===== src/verilog/e1oc_pkg.sv =====
// package: offsets, field positions and reset values for the e1 overhead capture
// assumes: byte-wide register port, four framer ports spaced 0x200 apart
package e1oc_pkg;
  // ==========================================
  // address map
  localparam int unsigned NUM_PORTS = 4;
  localparam logic [11:0] PORT_STRIDE = 12'h200;
  localparam logic [7:0] OFS_ALIGN_WORD = 8'h64;
  localparam logic [7:0] OFS_NONALIGN_WORD = 8'h65;
  localparam logic [7:0] OFS_INTL_EVEN = 8'h66;
  localparam logic [7:0] OFS_INTL_ODD = 8'h67;
  localparam logic [7:0] OFS_REMOTE_ALARM = 8'h68;
  localparam logic [7:0] OFS_ADD_FOUR = 8'h69;
  localparam logic [7:0] OFS_ADD_FIVE = 8'h6A;
  localparam logic [7:0] OFS_ADD_SIX = 8'h6B;
  localparam logic [7:0] OFS_ADD_SEVEN = 8'h6C;
  localparam logic [7:0] OFS_ADD_EIGHT = 8'h6D;
  localparam logic [7:0] REG_RESET = 8'h00;
  // ==========================================
  // non-align word field positions
  localparam int unsigned POS_INTL = 7;
  localparam int unsigned POS_FIXED_ONE = 6;
  localparam int unsigned POS_REMOTE_ALARM = 5;
  localparam int unsigned POS_ADD_FOUR = 4;
  localparam int unsigned POS_ADD_EIGHT = 0;
  localparam int unsigned FRAMES_PER_MF = 16;
endpackage


===== src/verilog/e1oc_port.sv =====
// one framer port: captures time-slot-0 words and per-multiframe bits
// assumes: frame strobe carries the ts0 byte and the frame number 0..15
`timescale 1ns/1ps
module e1oc_port
(
  input wire logic clk,
  input wire logic rst_n,
  input wire logic ts0_valid,
  input wire logic [3:0] frame_num,
  input wire logic [7:0] ts0_byte,
  output logic [7:0] align_word,
  output logic [7:0] nonalign_word,
  output logic [7:0] intl_even,
  output logic [7:0] intl_odd,
  output logic [7:0] sa_bits [0:5]
);
  // ==========================================
  // shadow collection
  logic [7:0] sh_even;
  logic [7:0] sh_odd;
  logic [7:0] sh_sa [0:5];
  wire logic odd_frame = frame_num[0];
  wire logic [2:0] pair_idx = frame_num[3:1];
  wire logic mf_end = ts0_valid && (frame_num == 4'hF);

  always_ff @(posedge clk or negedge rst_n)
  begin
    if (!rst_n)
    begin
      align_word <= e1oc_pkg::REG_RESET;
      nonalign_word <= e1oc_pkg::REG_RESET;
    end
    else if (ts0_valid && !odd_frame)
      align_word <= ts0_byte;
    else if (ts0_valid)
      nonalign_word <= ts0_byte;
  end

  always_ff @(posedge clk or negedge rst_n)
  begin
    if (!rst_n)
    begin
      sh_even <= e1oc_pkg::REG_RESET;
      sh_odd <= e1oc_pkg::REG_RESET;
    end
    else if (ts0_valid && !odd_frame)
      sh_even[pair_idx] <= ts0_byte[e1oc_pkg::POS_INTL];
    else if (ts0_valid)
      sh_odd[pair_idx] <= ts0_byte[e1oc_pkg::POS_INTL];
  end

  // index 0 remote alarm, 1..5 additional bits four..eight
  genvar g;
  generate
    for (g = 0; g < 6; g++)
    begin : g_sa
      always_ff @(posedge clk or negedge rst_n)
      begin
        if (!rst_n)
          sh_sa[g] <= e1oc_pkg::REG_RESET;
        else if (ts0_valid && odd_frame)
          sh_sa[g][pair_idx] <= ts0_byte[e1oc_pkg::POS_REMOTE_ALARM - g];
      end
    end
  endgenerate

  // ==========================================
  // visible copies: whole multiframe at once, so reads never mix two
  wire logic [7:0] last_odd = {odd_frame ? ts0_byte[e1oc_pkg::POS_INTL] : sh_odd[7], sh_odd[6:0]};

  always_ff @(posedge clk or negedge rst_n)
  begin
    if (!rst_n)
    begin
      intl_even <= e1oc_pkg::REG_RESET;
      intl_odd <= e1oc_pkg::REG_RESET;
    end
    else if (mf_end)
    begin
      intl_even <= sh_even;
      intl_odd <= last_odd;
    end
  end

  generate
    for (g = 0; g < 6; g++)
    begin : g_vis
      always_ff @(posedge clk or negedge rst_n)
      begin
        if (!rst_n)
          sa_bits[g] <= e1oc_pkg::REG_RESET;
        else if (mf_end)
          sa_bits[g] <= {ts0_byte[e1oc_pkg::POS_REMOTE_ALARM - g], sh_sa[g][6:0]};
      end
    end
  endgenerate
endmodule


===== src/verilog/e1oc_top.sv =====
// What this block does
// - the align-frame word register shows the received international bit at bit 7.
// - bits 6..0 of the align-frame word carry the received alignment pattern bits.
// - the non-align word shows international, fixed one, remote alarm and additional bits four..eight at 7..0.
// - international bits of even frames 0..14 sit with frame 2n at bit n.
// - international bits of odd frames 1..15 sit with frame 2n+1 at bit n.
// - remote alarm bits of odd frames 1..15 sit frame 1 at bit 0 up to frame 15 at bit 7.
// - additional bit four of odd frames is gathered the same way.
// - additional bit five of odd frames is gathered the same way.
// - additional bit six of odd frames is gathered the same way.
// - additional bit seven of odd frames is gathered the same way.
// - additional bit eight of odd frames is gathered the same way.
// - each of four ports has its own copy, spaced 0x200 apart.
//
// top: four-port e1 receive overhead capture with byte register port
// assumes: framer strobes come from the same clock domain
//
// The plain strobed port is this design's own decision.
`timescale 1ns/1ps
module e1oc_top
#(
  parameter int unsigned PORTS = e1oc_pkg::NUM_PORTS
)
(
  input wire logic CLK_SYS,
  input wire logic RST_N,
  input wire logic [PORTS-1:0] TS0_VALID,
  input wire logic [4*PORTS-1:0] FRAME_NUM,
  input wire logic [8*PORTS-1:0] TS0_BYTE,
  input wire logic [11:0] ADDR,
  input wire logic [7:0] WDATA,
  input wire logic WR,
  input wire logic RD,
  output logic [7:0] RDATA
);
  // ==========================================
  // per-port capture
  logic [7:0] reg_file [0:PORTS-1][0:9];

  genvar p;
  generate
    for (p = 0; p < PORTS; p++)
    begin : g_port
      logic [7:0] sa [0:5];
      e1oc_port u_port
      (
        .clk(CLK_SYS),
        .rst_n(RST_N),
        .ts0_valid(TS0_VALID[p]),
        .frame_num(FRAME_NUM[4*p +: 4]),
        .ts0_byte(TS0_BYTE[8*p +: 8]),
        .align_word(reg_file[p][0]),
        .nonalign_word(reg_file[p][1]),
        .intl_even(reg_file[p][2]),
        .intl_odd(reg_file[p][3]),
        .sa_bits(sa)
      );
      assign reg_file[p][4] = sa[0];
      assign reg_file[p][5] = sa[1];
      assign reg_file[p][6] = sa[2];
      assign reg_file[p][7] = sa[3];
      assign reg_file[p][8] = sa[4];
      assign reg_file[p][9] = sa[5];
    end
  endgenerate

  // ==========================================
  // register read decode; writes have no target
  wire logic [2:0] port_sel = ADDR[11:9];
  wire logic [8:0] local_ofs = ADDR[8:0];
  wire logic hit = (port_sel < PORTS) && (local_ofs >= {1'b0, e1oc_pkg::OFS_ALIGN_WORD})
    && (local_ofs <= {1'b0, e1oc_pkg::OFS_ADD_EIGHT});
  wire logic [8:0] idx9 = local_ofs - {1'b0, e1oc_pkg::OFS_ALIGN_WORD};
  wire logic [3:0] idx = idx9[3:0];
  logic [7:0] sel_data;

  always_comb
  begin
    sel_data = 8'h00;
    if (hit)
      sel_data = reg_file[port_sel[1:0]][idx];
  end

  // unmapped reads return zero; no read clears anything
  always_ff @(posedge CLK_SYS or negedge RST_N)
  begin
    if (!RST_N)
      RDATA <= 8'h00;
    else if (RD)
      RDATA <= sel_data;
    else
      RDATA <= 8'h00;
  end

  wire logic unused_wr = WR ^ (^WDATA);

  // ==========================================
  // checks
  a_read_latency: assert property (@(posedge CLK_SYS) disable iff (!RST_N)
    RD |=> RDATA == $past(sel_data)) else $error("read data wrong");
  a_idle_zero: assert property (@(posedge CLK_SYS) disable iff (!RST_N)
    !RD |=> RDATA == 8'h00) else $error("read data not zero when idle");
  a_align_cap: assert property (@(posedge CLK_SYS) disable iff (!RST_N)
    TS0_VALID[0] && !FRAME_NUM[0] |=> reg_file[0][0] == $past(TS0_BYTE[7:0]))
    else $error("align word not captured");
  a_nonalign_cap: assert property (@(posedge CLK_SYS) disable iff (!RST_N)
    TS0_VALID[0] && FRAME_NUM[0] |=> reg_file[0][1] == $past(TS0_BYTE[7:0]))
    else $error("non-align word not captured");
  a_even_hold: assert property (@(posedge CLK_SYS) disable iff (!RST_N)
    !(TS0_VALID[0] && FRAME_NUM[3:0] == 4'hF) |=> $stable(reg_file[0][2]))
    else $error("even register moved mid multiframe");
  a_alarm_msb: assert property (@(posedge CLK_SYS) disable iff (!RST_N)
    TS0_VALID[0] && FRAME_NUM[3:0] == 4'hF |=> reg_file[0][4][7] == $past(TS0_BYTE[5]))
    else $error("frame 15 alarm bit misplaced");
  a_eight_msb: assert property (@(posedge CLK_SYS) disable iff (!RST_N)
    TS0_VALID[0] && FRAME_NUM[3:0] == 4'hF |=> reg_file[0][9][7] == $past(TS0_BYTE[0]))
    else $error("frame 15 bit eight misplaced");
  a_odd_msb: assert property (@(posedge CLK_SYS) disable iff (!RST_N)
    TS0_VALID[0] && FRAME_NUM[3:0] == 4'hF |=> reg_file[0][3][7] == $past(TS0_BYTE[7]))
    else $error("frame 15 international bit misplaced");
endmodule


===== config.mk =====
export PLATFORM = sky130hd
export DESIGN_NAME = e1oc_top
export DESIGN_NICKNAME = d
export VERILOG_FILES = /design/src/verilog/e1oc_pkg.sv /design/src/verilog/e1oc_port.sv /design/src/verilog/e1oc_top.sv
export SDC_FILE = /design/constraint.sdc
export NUM_CORES = 1
export LEC_CHECK = 0
export BUFFER_PORTS_ARGS = -buffer_cell sky130_fd_sc_hd__buf_4
export CAP_MARGIN = 20
export CORE_AREA = 2 2 247 249
export DETAILED_ROUTE_END_ITERATION = 10
export DIE_AREA = 0 0 249 251
export GPL_ROUTABILITY_DRIVEN = 0
export PLACE_DENSITY = 0.54
export SLEW_MARGIN = 0
export SYNTH_ARGS = -nofsm -noshare
export SYNTH_HDL_FRONTEND = slang
export SYNTH_SLANG_ARGS = --single-unit

===== constraint.sdc =====
create_clock -name CLK_SYS -period 1.6 [get_ports CLK_SYS]
set_clock_uncertainty 0.2 [all_clocks]
set_input_delay 0.08 -clock CLK_SYS [delete_from_list [all_inputs] [get_ports CLK_SYS]]
set_output_delay 0.08 -clock CLK_SYS [all_outputs]
set_load 0.02 [all_outputs]

==> impl_metrics.ini <==
[timing]
fin_crit_sh_pct = 122
setup_viol = 89
period_minus_slack_ps = 1960
finalMaxSlewViolations = 0
final.setup.tns_ps = -6110
worst_slack_ps = -358
fmax_ghz = 0.511
rsz0062_at_grt = yes
worst_pin_slew_ps = 463
hold_viol_final = 0
relSlewSlack_pct = 69.2
holdWs_ps = 5.09

[logic_synthesis]
ys.flop_type = dfrtp_1
avgSynthCellArea_um2 = 15.4
synth-seq-cells = 556
yosys-top-cells-count = dfrtp_1 (556), mux2_2 (536), nand2_1 (59)
ys_async_sr_fraction_pct = 100
ys_warn_count = 0
synth.most_common_cell = dfrtp_1
synth_top_area_share_pct = 58.4
synth-edff-count = 0
synth_area_leader_cell = dfrtp_1
yosys-top-cells-area = dfrtp_1 (58%), mux2_2 (25%), mux4_2 (5.3%), mux2i_1 (2.4%), nand2_1 (0.93%)
syn_area_um2 = 23800
yosysUniqueCellTypes = 35
ys_seq_area_share_pct = 58.4
syn_inst = 1548
synth_nets = 1626

[route]
finalWirelength_um = 66600
num_vias = 14208
drt_iter0_drc = 836
detail-route-antenna-nets = 0
post_drt_wl_per_cell_um = 25.0
avgViaCountPerCell = 5.32
first_pass_iters = 5
drc = 0

[setup_path]
crit_path_max_fanout = 2
worst_ep_required_time_ps = 1910
cp_slowest_cell = mux4_2
cp-start-kind = register
critPathKind = reg -> reg
cpPeakStageDelay_ps = 480
worstPathArrival_ps = 2270
endpoint_kind = register
path_cells = mux4_2 > mux2i_2 > a21oi_2 > and3_1 > o311a_1

[run_status]
outcome = finished, violations left
violations = setup timing

[cts]
root_buffer = clkbuf_16
cts.sinks = 556
cts_tree = yes
cts.clk_slew.worst_paths_ps = 60
cts_max_path_buffers = 3
worstSkewPairLatency_ps = 630
cts_buffers = 59
htreeDepth = 2

[die]
core-area_um2 = 59800
rows = 90
die_h_um = 251
initial_utilization_pct = 39.8
floorplan.die_area_um2 = 62500
io_pins = 84
die_w_um = 249

[run]
maxCapViolCount = 0

[place]
placement.io_buffers = 74
place_ws_ps = -528
dp.cells = 2471
place_area_um2 = 26700
dpl.hpwl_um = 47900

[global_routing]
grt_util_met2_pct = 32.1
grt_max_degree = 81
busiest_layer = met1
antenna_found_initial = 2
use_met3_pct = 3.21
grt_pass1_wl_um = 99800
grt_overflow = 0
use_met1_pct = 34.0
grt_use_total_pct = 21.7
first_global_vias = 14406

[final_layout]
area_delta_synth_final_pct = 25.3
fin_nets = 1915
drive_above_1_share_pct = 53.0
antennaDiodeCount = 0
layout.cells.non_filler = 2669
fin_area_um2 = 29800

[pwr]
ir_drop_v = 0.000924
power_leakage_nw = 13.3
switchingPower_w = 0.0107
pwr-share-seq_pct = 48.7
powerDensity_nw_per_um2 = 1370
switching_share_pct = 26.3
comb_power_share_pct = 16.0
pwr-share-clk_pct = 35.2
internal_power_w = 0.0301

[worst_hold_path]
hold_class = in -> reg
## cell families (layout without fill, tap and decap cells)
| logic type | Yosys count | in the layout | synth area share (%) |
|---|---|---|---|
| and+or+nand+nor | 167 | 167 | 3.66 |
| buffers and inverters | 103 | 442 | 2.21 |
| xor gates and xnor gates | 1 | 1 | 0.0368 |
| adders and majority gates | 2 | 2 | 0.105 |
| DFF | 556 | 556 | 58.4 |
| AOI/OAI and AO/OA | 63 | 63 | 1.67 |
| muxes | 656 | 656 | 33.9 |
## critical path: cells and delay by family, from the launching register on
kind / cells / cell delay [ps]
simple gates: 1 / 170
mux: 2 / 660
compound gates: 2 / 390
flops: 1 / 430
## layout make-up
cell class              count  area (um^2)
fillers                  5073        30000
inverters                   3         11.3
clock inverters            31          364
well taps                 782          978
flip-flops and latches    556        13900
repair buffers            328         3340
clock buffers              80         1700
multi-input cells         889         9530
## path summary, 6_finish.rpt
kind,start,endpoint,slack (ps),cells after the start
max,g_port[2].u_port.sa_bits[20],RDATA[4],-360,5
min,FRAME_NUM[5],g_port[1].u_port.sh_even[6],5,5
max reg2reg,g_port[2].u_port.sa_bits[20],RDATA[4],-360,5
min reg2reg,g_port[1].u_port.align_word[2],g_port[1].u_port.align_word[2],270,2
max in group asynchronous,RST_N,g_port[1].u_port.sh_sa[26],230,4
min in group asynchronous,RST_N,g_port[3].u_port.sh_odd[6],490,4
## sequential cells by signal (all words and copies together) (netlist names)
name / count
RDATA: 8
g_port.u_port.align_word: 32
g_port.u_port.intl_odd: 32
g_port.u_port.nonalign_word: 32
g_port.u_port.sh_sa: 168
g_port.u_port.intl_even: 32
g_port.u_port.sh_even: 32
g_port.u_port.sh_odd: 28
g_port.u_port.sa_bits: 192
## per-stage QoR
stage          total power (W)  util (%)
2_1_floorplan           0.0232         -
3_3_place_gp            0.0261      44.7
3_5_place_dp            0.0263      44.7
4_1_cts                 0.0411      49.5
5_1_grt                 0.0427      49.9
6_report                0.0409      49.9
## power by group through the flow
stage	Clock, W	Sequential (W)	Combinational, W
2_1_floorplan	0	0.0186	0.00453
3_3_place_gp	0	0.0200	0.00607
3_5_place_dp	0	0.0201	0.00625
4_1_cts	0.0147	0.0199	0.00650
5_1_grt	0.0153	0.0203	0.00711
6_report	0.0144	0.0199	0.00655
## placed cells by master (no fill, tap or decap), types with 14 or more instances in the layout
master,n
mux2i_1,52
mux4_2,57
a21oi_1,14
nand2_1,56
nor2_1,32
dfrtp_1,551
clkbuf_16,59
nor3_2,14
buf_4,194
buf_12,52
clkbuf_8,14
dlygate4sd3_1,74
mux2_2,536
## per-layer routing
layer / vias up / part of all wire (%)
li1: 6232 / -
met3: 75 / 4.7
met4: 0 / 1.6
met1: 7604 / 50
met5: - / 0
met2: 297 / 44
## what timing repair did
action,CTS,global route
hold buffers,74,10
pin swaps,3,7
gates resized for setup,16,31
setup endpoints to repair,8,160
hold endpoints to repair,893,79
setup buffers,1,9
Power figures use the tool's default switching activity.
